$ cat config.mk
export PLATFORM = sky130hd
export DESIGN_NAME = xlate_diag
export DESIGN_NICKNAME = d
export VERILOG_FILES = /design/src/xlate_diag_pkg.sv /design/src/xlate_diag.sv
export SDC_FILE = /design/constraint.sdc
export NUM_CORES = 1
export LEC_CHECK = 0
export BUFFER_PORTS_ARGS = -buffer_cell sky130_fd_sc_hd__buf_2
export CELL_PAD_IN_SITES_DETAIL_PLACEMENT = 0
export CELL_PAD_IN_SITES_GLOBAL_PLACEMENT = 1
export CORE_MARGIN = 10
export CORE_UTILIZATION = 50
export CTS_CLUSTER_DIAMETER = 200
export DETAILED_ROUTE_END_ITERATION = 8
export MAX_ROUTING_LAYER = met4
export PLACE_DENSITY = 0.77
export REMOVE_ABC_BUFFERS = 1
export SLEW_MARGIN = 20
export SYNTH_ARGS = -nofsm -noshare
export SYNTH_HDL_FRONTEND = slang
export SYNTH_SLANG_ARGS = --single-unit
$ cat constraint.sdc
create_clock -name clk -period 4.3 [get_ports clk]
set_input_delay 0.43 -clock clk [delete_from_list [all_inputs] [get_ports clk]]
set_output_delay 0.43 -clock clk [all_outputs]
set_load 0.05 [all_outputs]
$ cat src/xlate_diag_pkg.sv
package xlate_diag_pkg;

  localparam logic [7:0] PAGE_SUPPORTED = 8'h00;
  localparam logic [7:0] PAGE_XLATE = 8'h40;
  localparam logic [7:0] PAGE_VENDOR_MIN = 8'h80;
  localparam logic [15:0] PAGE_LEN_SEND = 16'h000a;

  // Page code classes
  localparam logic [1:0] CLASS_SUPPORTED = 2'h0;
  localparam logic [1:0] CLASS_XLATE = 2'h1;
  localparam logic [1:0] CLASS_VENDOR = 2'h2;
  localparam logic [1:0] CLASS_RESERVED = 2'h3;

  // Byte positions in the incoming (sent) page
  localparam logic [3:0] BYTE_CODE = 4'h0;
  localparam logic [3:0] BYTE_SRC = 4'h4;
  localparam logic [3:0] BYTE_DST = 4'h5;
  localparam logic [3:0] BYTE_ADDR_FIRST = 4'h6;
  localparam logic [3:0] BYTE_ADDR_LAST = 4'hd;

  // Returned page layout
  localparam logic [6:0] HDR_BYTES = 7'h06;
  localparam logic [15:0] DESC_BYTES = 16'h0002;
  localparam int BIT_RSV = 7;
  localparam int BIT_SPARE_SEC = 6;
  localparam int BIT_SPARE_TRK = 5;

  localparam int FMT_W = 3;
  localparam logic [2:0] FMT_LBA = 3'h0;
  localparam logic [2:0] FMT_BFI = 3'h4;
  localparam logic [63:0] LBA_MASK = 64'hffffffff_00000000;

  localparam int MAX_ENTRIES = 8;
  localparam int CNT_W = 4;

  localparam logic [3:0] SENSE_NONE = 4'h0;
  localparam logic [3:0] SENSE_ILLEGAL = 4'h5;
  localparam logic [7:0] ASC_NONE = 8'h00;
  localparam logic [7:0] ASC_INV_PARAM = 8'h26;

  typedef enum logic [2:0] {
    ST_IDLE,
    ST_RECV,
    ST_MAP,
    ST_SEND
  } fsm_e;

endpackage : xlate_diag_pkg

$ cat src/xlate_diag.sv
`timescale 1ns/10ps
module xlate_diag
  import xlate_diag_pkg::*;
(
  input wire logic clk,
  input wire logic arst_n,
  input wire logic en,
  input wire logic send_start,
  input wire logic in_valid,
  input wire logic [7:0] in_byte,
  input wire logic [7:0] fmt_supported,
  output logic send_done,
  output logic check_cond,
  output logic [3:0] sense_key,
  output logic [7:0] sense_code,
  output logic [1:0] page_class,
  output logic map_req,
  output logic [2:0] map_src_fmt,
  output logic [2:0] map_dst_fmt,
  output logic [63:0] map_addr,
  input wire logic map_valid,
  input wire logic [63:0] map_entry,
  input wire logic map_done,
  input wire logic map_rsv,
  input wire logic map_spare_sec,
  input wire logic map_sec_known,
  input wire logic map_spare_trk,
  input wire logic map_trk_known,
  input wire logic rd_start,
  input wire logic out_ready,
  output logic out_valid,
  output logic [7:0] out_byte,
  output logic out_last,
  output logic rd_empty,
  output logic result_valid
);

  typedef struct packed {
    fsm_e fsm;
    logic [3:0] in_idx;
    logic [1:0] page_class;
    logic page_ok;
    logic [2:0] src;
    logic [2:0] dst;
    logic [63:0] addr;
    logic [CNT_W-1:0] cnt;
    logic [MAX_ENTRIES-1:0][63:0] ent;
    logic rsv;
    logic spare_sec;
    logic spare_trk;
    logic result_valid;
    logic [6:0] out_pos;
    logic out_valid;
    logic [7:0] out_byte;
    logic out_last;
    logic map_req;
    logic send_done;
    logic check_cond;
    logic [3:0] sense_key;
    logic [7:0] sense_code;
    logic rd_empty;
  } st_s;

  st_s st_q;
  st_s st_d;

  ////////////////////////////////////////////////////////////////////////
  // Returned page byte at a given position
  function automatic logic [7:0] page_byte(input st_s s, input logic [6:0] pos);
    logic [15:0] len;
    logic [5:0] off;
    logic [63:0] sh;
    len = DESC_BYTES + 16'({s.cnt, 3'b000});
    off = 6'(pos - HDR_BYTES);
    sh = s.ent[off[5:3]] << {off[2:0], 3'b000};
    case (pos)
      7'h00: page_byte = PAGE_XLATE;
      7'h01: page_byte = 8'h00;
      7'h02: page_byte = len[15:8];
      7'h03: page_byte = len[7:0];
      7'h04: page_byte = {5'h00, s.src};
      7'h05: page_byte = {s.rsv, s.spare_sec, s.spare_trk, 2'b00, s.dst};
      default: page_byte = sh[63:56];
    endcase
  endfunction : page_byte

  ////////////////////////////////////////////////////////////////////////
  always_comb
  begin
    logic [6:0] nxt;
    logic [6:0] last_pos;
    logic [CNT_W-1:0] cnt_n;
    nxt = 7'h00;
    last_pos = 7'(HDR_BYTES + 7'({st_q.cnt, 3'b000}) - 7'h01);
    cnt_n = st_q.cnt;
    st_d = st_q;
    st_d.map_req = 1'b0;
    st_d.send_done = 1'b0;
    st_d.check_cond = 1'b0;
    st_d.rd_empty = 1'b0;
    case (st_q.fsm)
      ST_IDLE:
      begin
        if (send_start)
        begin
          st_d.fsm = ST_RECV;
          st_d.in_idx = 4'h0;
          st_d.result_valid = 1'b0;
          st_d.sense_key = SENSE_NONE;
          st_d.sense_code = ASC_NONE;
        end
        else if (rd_start)
        begin
          if (st_q.result_valid)
          begin
            st_d.fsm = ST_SEND;
            st_d.out_valid = 1'b0;
          end
          else
          begin
            st_d.rd_empty = 1'b1;
          end
        end
      end
      ST_RECV:
      begin
        if (in_valid)
        begin
          st_d.in_idx = st_q.in_idx + 4'h1;
          if (st_q.in_idx == BYTE_CODE)
          begin
            st_d.page_ok = (in_byte == PAGE_XLATE);
            if (in_byte == PAGE_SUPPORTED)
              st_d.page_class = CLASS_SUPPORTED;
            else if (in_byte == PAGE_XLATE)
              st_d.page_class = CLASS_XLATE;
            else if (in_byte >= PAGE_VENDOR_MIN)
              st_d.page_class = CLASS_VENDOR;
            else
              st_d.page_class = CLASS_RESERVED;
          end
          if (st_q.in_idx == BYTE_SRC)
            st_d.src = in_byte[FMT_W-1:0];
          if (st_q.in_idx == BYTE_DST)
            st_d.dst = in_byte[FMT_W-1:0];
          if (st_q.in_idx >= BYTE_ADDR_FIRST)
            st_d.addr = {st_q.addr[55:0], in_byte};
          if (st_q.in_idx == BYTE_ADDR_LAST)
          begin
            if (!st_q.page_ok || !fmt_supported[st_q.src] || !fmt_supported[st_q.dst])
            begin
              st_d.fsm = ST_IDLE;
              st_d.check_cond = 1'b1;
              st_d.send_done = 1'b1;
              st_d.sense_key = SENSE_ILLEGAL;
              st_d.sense_code = ASC_INV_PARAM;
            end
            else
            begin
              st_d.fsm = ST_MAP;
              st_d.map_req = 1'b1;
              st_d.cnt = '0;
            end
          end
        end
      end
      ST_MAP:
      begin
        if (map_valid && st_q.cnt < CNT_W'(MAX_ENTRIES))
        begin
          if (st_q.dst == FMT_LBA)
            st_d.ent[st_q.cnt[2:0]] = map_entry & LBA_MASK;
          else
            st_d.ent[st_q.cnt[2:0]] = map_entry;
          cnt_n = st_q.cnt + CNT_W'(1);
          st_d.cnt = cnt_n;
        end
        if (map_done)
        begin
          if (st_q.dst == FMT_BFI && cnt_n[0])
            st_d.cnt = cnt_n - CNT_W'(1);
          st_d.rsv = map_rsv;
          st_d.spare_sec = map_spare_sec & map_sec_known;
          st_d.spare_trk = map_spare_trk | ~map_trk_known;
          st_d.result_valid = 1'b1;
          st_d.send_done = 1'b1;
          st_d.fsm = ST_IDLE;
        end
      end
      ST_SEND:
      begin
        if (!st_q.out_valid || out_ready)
        begin
          if (st_q.out_valid && st_q.out_last)
          begin
            st_d.out_valid = 1'b0;
            st_d.out_last = 1'b0;
            st_d.result_valid = 1'b0;
            st_d.fsm = ST_IDLE;
          end
          else
          begin
            nxt = st_q.out_valid ? st_q.out_pos + 7'h01 : 7'h00;
            st_d.out_pos = nxt;
            st_d.out_valid = 1'b1;
            st_d.out_byte = page_byte(st_q, nxt);
            st_d.out_last = (nxt == last_pos);
          end
        end
      end
      default:
      begin
        st_d.fsm = ST_IDLE;
      end
    endcase
  end

  always_ff @(posedge clk or negedge arst_n)
  begin
    if (!arst_n)
      st_q <= '0;
    else if (en)
      st_q <= st_d;
  end

  ////////////////////////////////////////////////////////////////////////
  assign send_done = st_q.send_done;
  assign check_cond = st_q.check_cond;
  assign sense_key = st_q.sense_key;
  assign sense_code = st_q.sense_code;
  assign page_class = st_q.page_class;
  assign map_req = st_q.map_req;
  assign map_src_fmt = st_q.src;
  assign map_dst_fmt = st_q.dst;
  assign map_addr = st_q.addr;
  assign out_valid = st_q.out_valid;
  assign out_byte = st_q.out_byte;
  assign out_last = st_q.out_last;
  assign rd_empty = st_q.rd_empty;
  assign result_valid = st_q.result_valid;
endmodule : xlate_diag

# == Yosys cells after proc, flatten, opt, wreduce, memory -nomap -nowiden ==
# Index checks and enable logic that the tools add are counted.
# Widths: inputs -> output; s select.
# word_totals
reg_bits,633
inputBits,94
output_inout_bits,99
elab_cells,179
# classes
n_addsub,8
order_cmp,8
n_eq_ne,27
shifts,1
mux,67
n_bitwise,4
n_reduce_logical,34
# ops
cell,count
$bwmux 512,2
$mux 516,1
$mux 512,1
$bmux 64 s3,1
$demux 64 s3,1
$mux 64,3
$mux 84,1
$shl 64x6->64,1
$pmux 8 s6,1
$mux 15,2
$mux 3,10
$mux 4,7
$pmux 12 s2,1
$reduce_and 4->1,6
$ne 2x2->1 const B,11
$mux 1,19
$mux 18,1
$reduce_and 6->1,3
$lt 3x4->1 const B,4
$pmux 4 s2,2
$eq 7x2->1 const B,2
$eq 7x3->1 const B,2
$mux 14,1
$mux 7,2
42 further kinds,64

# == Depth between registers and ports, before layout ==
# logic_depth
depth_word,10
ltp_mapped,15
mapped_depth_nobuf,14

# == Worst setup path after synthesis ==
# No wires, ideal clock.
# synth_path
kind,register to register
from,"reg st_q, in the netlist out_valid"
to,"reg st_q, in the netlist out_byte[0]"
setup_time_ns,0.136
arrival_time_ns,3.913
required_ns,4.164
path_slack_ns,0.251
path_stages_with_launch,14
n_path_buf,3
period_less_slack_ns,4.049
cell_sequence,dfrtp_1 > clkbuf_1 > nand2_1 > inv_1 > clkbuf_1 > ha_1 > clkinv_1 > xnor2_4 > buf_4 > mux4_1 > mux4_2 > a2111o_1 > o211ai_2 > a211oi_1
# synth_between
elab_chain_cells,6
word_cells_on_any_way,17
cone_classes,add/sub (1); eq/ne (5); shift (1); mux (4); bitwise (1); reduce/logical (5)
# synth_rtl
element,line,text
from (decl),xlate_diag.sv:64,st_s st_q;
from (signal assigned),xlate_diag.sv:223,st_q <= st_d;
$mux 7,xlate_diag.sv:203,nxt = st_q.out_valid ? st_q.out_pos + 7'h01 : 7'h00;
$sub 6x3->6,xlate_diag.sv:74,off = 6'(pos - HDR_BYTES);
$bmux 64 s3,xlate_diag.sv:75,"sh = s.ent[off[5:3]] << {off[2:0], 3'b000};"
$mux 64 (implied by the code),xlate_diag.sv:75,
$shl 64x6->64,xlate_diag.sv:75,
$pmux 8 s6,xlate_diag.sv:76,case (pos)
# Parallel ways exist; a longest one is shown, timed or not. The select of a mux whose other input is x is not followed.
# A chain may end at the register's enable or synchronous reset.

# == Worst setup path after layout ==
# layout_path
from,reg st_q[26] (netlist name)
to,"reg st_q, in the netlist out_byte[0]"
# layout_between
elab_chain_cells,7
word_cells_on_any_way,13
cone_classes,add/sub (2); eq/ne (5); shift (1); mux (4); reduce/logical (1)
# layout_rtl
element,line
$add 7x1->7 (*),xlate_diag.sv:203
$mux 7 (*),xlate_diag.sv:203
$sub 6x3->6,xlate_diag.sv:74
$bmux 64 s3,xlate_diag.sv:75
$mux 64 (implied by the code),xlate_diag.sv:75
$shl 64x6->64,xlate_diag.sv:75
$pmux 8 s6 (*),xlate_diag.sv:76
# Every way passes the cells marked *; elsewhere a longest branch is shown, timed or not. The select of a mux whose other input is x is not followed.

==> run metrics <==
outcome=completed; main area contributors after synthesis=dfrtp_1, mux2_2, mux4_2, o21ai_0, nand2_1; DP Cell Count=about 3,100; Finished Layout Cells=between 3,000 and 4,000; Worst EP required=approximately 4.8 ns; initial antenna violation count=5; clock power share=a little under two fifths; switching portion of total power=between 20 and 30%; Hold Path Class=input port to flip-flop; unrepaired setup endpoints after global routing=no; via count=19,270; post-CTS setup buffer count=0; dpl ws=0.1322 ns; CP Cell Sequence=ha_1 > nand2_1 > inv_1 > ha_1 > clkinvlp_4 > xnor2_4 > buf_12 > mux4_1 > mux4_2 > a2111o_1 > o211ai_2 > a211oi_1; Reg-to-Reg Start=st_q[26]$_DFFE_PN0P_; Worst-Margin Slew=1.139 ns; area leader, netlist=dfrtp_1; Max VDD drop=about 0.00028 V; Mapped Area=~29,000 µm²; Register-to-Register Setup Slack=0.22 ns; Post-synth ARST share=100.0%; max incr delay on CP=~0.48 ns; dpl cell area=roughly 30,000 µm²; Reg2Reg Capture Point=out_byte[0]$_DFFE_PN0P_; Placement Rows=87; Initial Utilization=slightly above 50%; Sw Pwr=roughly 4300 µW; Worst-path clk slew=0.06 ns; Tot Pwr=16,070 µW; # port buffers=~190; dpl hpwl=approximately 50,000 µm; maxcap violations=0; CTS max path bufs=3; Fin Clk Skew=~0.020 ns; Pint=11,740 µW; ys flop type=dfrtp_1; CP max FO=33; grt total ovfl=0; final WL=a little under 80,000 µm; Pins Over Slew Limit=0; clock root cell=clkbuf_16; Ports=193; crit path capture type=flip-flop; final net count=between 2,000 and 3,000; YS warnings=0; number of CTS-inserted buffers=70; die footprint=67,650 µm²; total clock sinks=621; fill count=4,709; GRT Util Overall=a little under a quarter; number of global-route vias before repair=between 20,000 and 25,000; core region area=approximately 57,000 µm²; CP endpoint=out_byte[0]$_DFFE_PN0P_; initial DRC count=1,531; Finished Cell Area=~33,000 µm²; first-pass GRT wire length=120,600 µm; commonest non-fill, non-tap cell in the layout=dfrtp_1; chip height=approximately 260 µm; FF-to-FF path depth=12; DR vias/cell=a little under 6; Avg Cell Area, Syn=12.15 µm²; commonest non-fill, non-tap cells in the layout=dfrtp_1, nand2_1, mux2_2; Gate Count Post-Synth=around 2,400; die width=approximately 260 µm; area share of the largest cell type after synthesis=a little over half; GPL Wtd Cong=0.8874; post-layout util=between 50% and 60%; Seq pwr share=a little under half; post-route setup slack=between 0.2 and 0.25 ns; H-tree depth=3; crit path time final=approximately 4.1 ns; cell mode on critical path=ha_1; Yosys cell types=79; Comb pwr share=around 16%; DR DRC count=0; Pwr Density=a little under 500 nW/µm²; DRT antenna net count=0; Slew headroom=24.09%; largest net degree at the start of global routing=105; crit path from=st_q[26]$_DFFE_PN0P_; CP max-delay cell=dfrtp_1; Tcrit/Tclk final=~95%; kind of critical path=flip-flop to flip-flop; Worst setup SP type=flip-flop; Leakage=between 0.015 and 0.02 µW; Arr. time, crit path=roughly 4.5 ns; Synth Register Bits=621; Area Growth Syn to Fin=12.99%; sequential share of the synthesized area=53.92%; Max Clock Freq=between 0.2 and 0.25 GHz; Fin. Hold Viols=0; number of enable flip-flop cells after synthesis=0; CTS tree=done; Pre-Repair DR Iteration Count=5; WL per Instance=roughly 24 µm; Skew-Pair Late Insertion Delay=0.61 ns; layout cells sized above 1=roughly a third; Setup Viol. Count Final=0
## layout make-up
type                       count  area (µm²)  area share, %
clock buffer                 109        2213          6.797
timing repair buffer         244        1594          4.895
antenna                        6       15.01        0.04611
inverter                      16       63.81         0.1960
clock inverter                17       207.7         0.6378
multi-input combinational   1497       11990          36.80
sequential                   621       15540          47.72
tap                          756       945.9          2.905
## state kept, by name, summed over array words and instances, names as in the netlist, 2 cells and up
signal and flops:
map_addr 64, st_q 533, map_src_fmt 3, out_byte 8, page_class 2, map_dst_fmt 3
## cells in the mapped netlist (all sizes together), types with 4 or more instances
cell type,number
buf,148
nand3,28
nor3,13
nand2b,4
nand2,382
o41ai,5
a221oi,6
and3,13
mux4,107
mux2i,41
a21oi,29
and2,10
a211oi,14
clkbuf,96
a22o,5
nor2b,12
ha,12
a311oi,4
o22ai,5
a31oi,9
nand4,7
o31ai,7
a22oi,19
a211o,8
dfrtp,621
a32oi,9
xnor2,7
inv,15
nand4b,4
o2bb2ai,6
o21ai,297
or4,5
nor4,4
mux2,333
nor2,40
## cells by family (layout without fill, tap and decap cells)
group / after synthesis / count (layout) / share of synthesized area, %
multiplexers: 481 / 481 / 22.89
AND/OR/NAND/NOR: 530 / 530 / 7.836
XOR/XNOR: 9 / 9 / 0.3908
other: 1 / 13 / 0.01301
flip-flops: 621 / 621 / 53.92
buffers and inverters: 260 / 386 / 4.992
adder cells (fa/ha/maj): 12 / 12 / 0.5209
AO/OA/AOI/OAI: 458 / 458 / 9.442
## critical path: cells and delay by family (launching register included)
| family | cells | cell delay, ns |
|---|---|---|
| DFF | 1 | 0.48 |
| and+or+nand+nor | 1 | 0.10 |
| AOI/OAI and AO/OA | 3 | 0.56 |
| xor gates and xnor gates | 1 | 0.33 |
| muxes | 2 | 0.81 |
| adders and majority gates | 2 | 0.78 |
| buffers and inverters | 3 | 0.84 |
## routing by layer
metal	vias up	track usage (%)	part of all wire [%]
li1	8615	-	-
met1	10000	30.87	44
met2	552	37.20	48
met5	-	-	0
met3	101	4.135	5.8
met4	0	7.767	2.5
## power by group through the flow
| stage | registers, µW | clock network, µW | logic [µW] |
|---|---|---|---|
| 6_report | 7330 | 6170 | 2570 |
| 3_5_place_dp | 7410 | 0 | 2560 |
| 4_1_cts | 7320 | 6300 | 2570 |
| 2_1_floorplan | 7340 | 0 | 1590 |
| 3_3_place_gp | 7360 | 0 | 2480 |
| 5_1_grt | 7430 | 6540 | 2790 |
## timing repair
action / 4_1_cts / 5_1_grt
resized for setup: 0 / 5
hold buffers: 1 / 0
endpoints found under the setup margin: 0 / 7
hold endpoints to repair: 87 / 0
## per-stage QoR
stage                     hold WS (ns)  setup TNS (ns)
after floorplan                 0.1344          -20.94
after global placement          0.4558               0
after detailed placement        0.4648               0
after CTS                      0.05037               0
after global routing           0.07049               0
final                          0.08000               0
## worst min path at each step
| stage | start | to | depth (start not counted) | slack (ns) |
|---|---|---|---|---|
| 2_1_floorplan | arst_n | check_cond$_DFFE_PN0P_ | 0 | 0.13 |
| 3_3_place_gp | st_q[249]$_DFFE_PN0P_ | st_q[249]$_DFFE_PN0P_ | 2 | 0.46 |
| 3_5_place_dp | st_q[238]$_DFFE_PN0P_ | st_q[238]$_DFFE_PN0P_ | 2 | 0.46 |
| 4_1_cts | in_byte[4] | map_addr[4]$_DFFE_PN0P_ | 2 | 0.05 |
| 5_1_grt | in_byte[5] | map_addr[5]$_DFFE_PN0P_ | 2 | 0.07 |
| 6_report | in_byte[4] | map_addr[4]$_DFFE_PN0P_ | 2 | 0.08 |
Power figures use the tool's default switching activity.
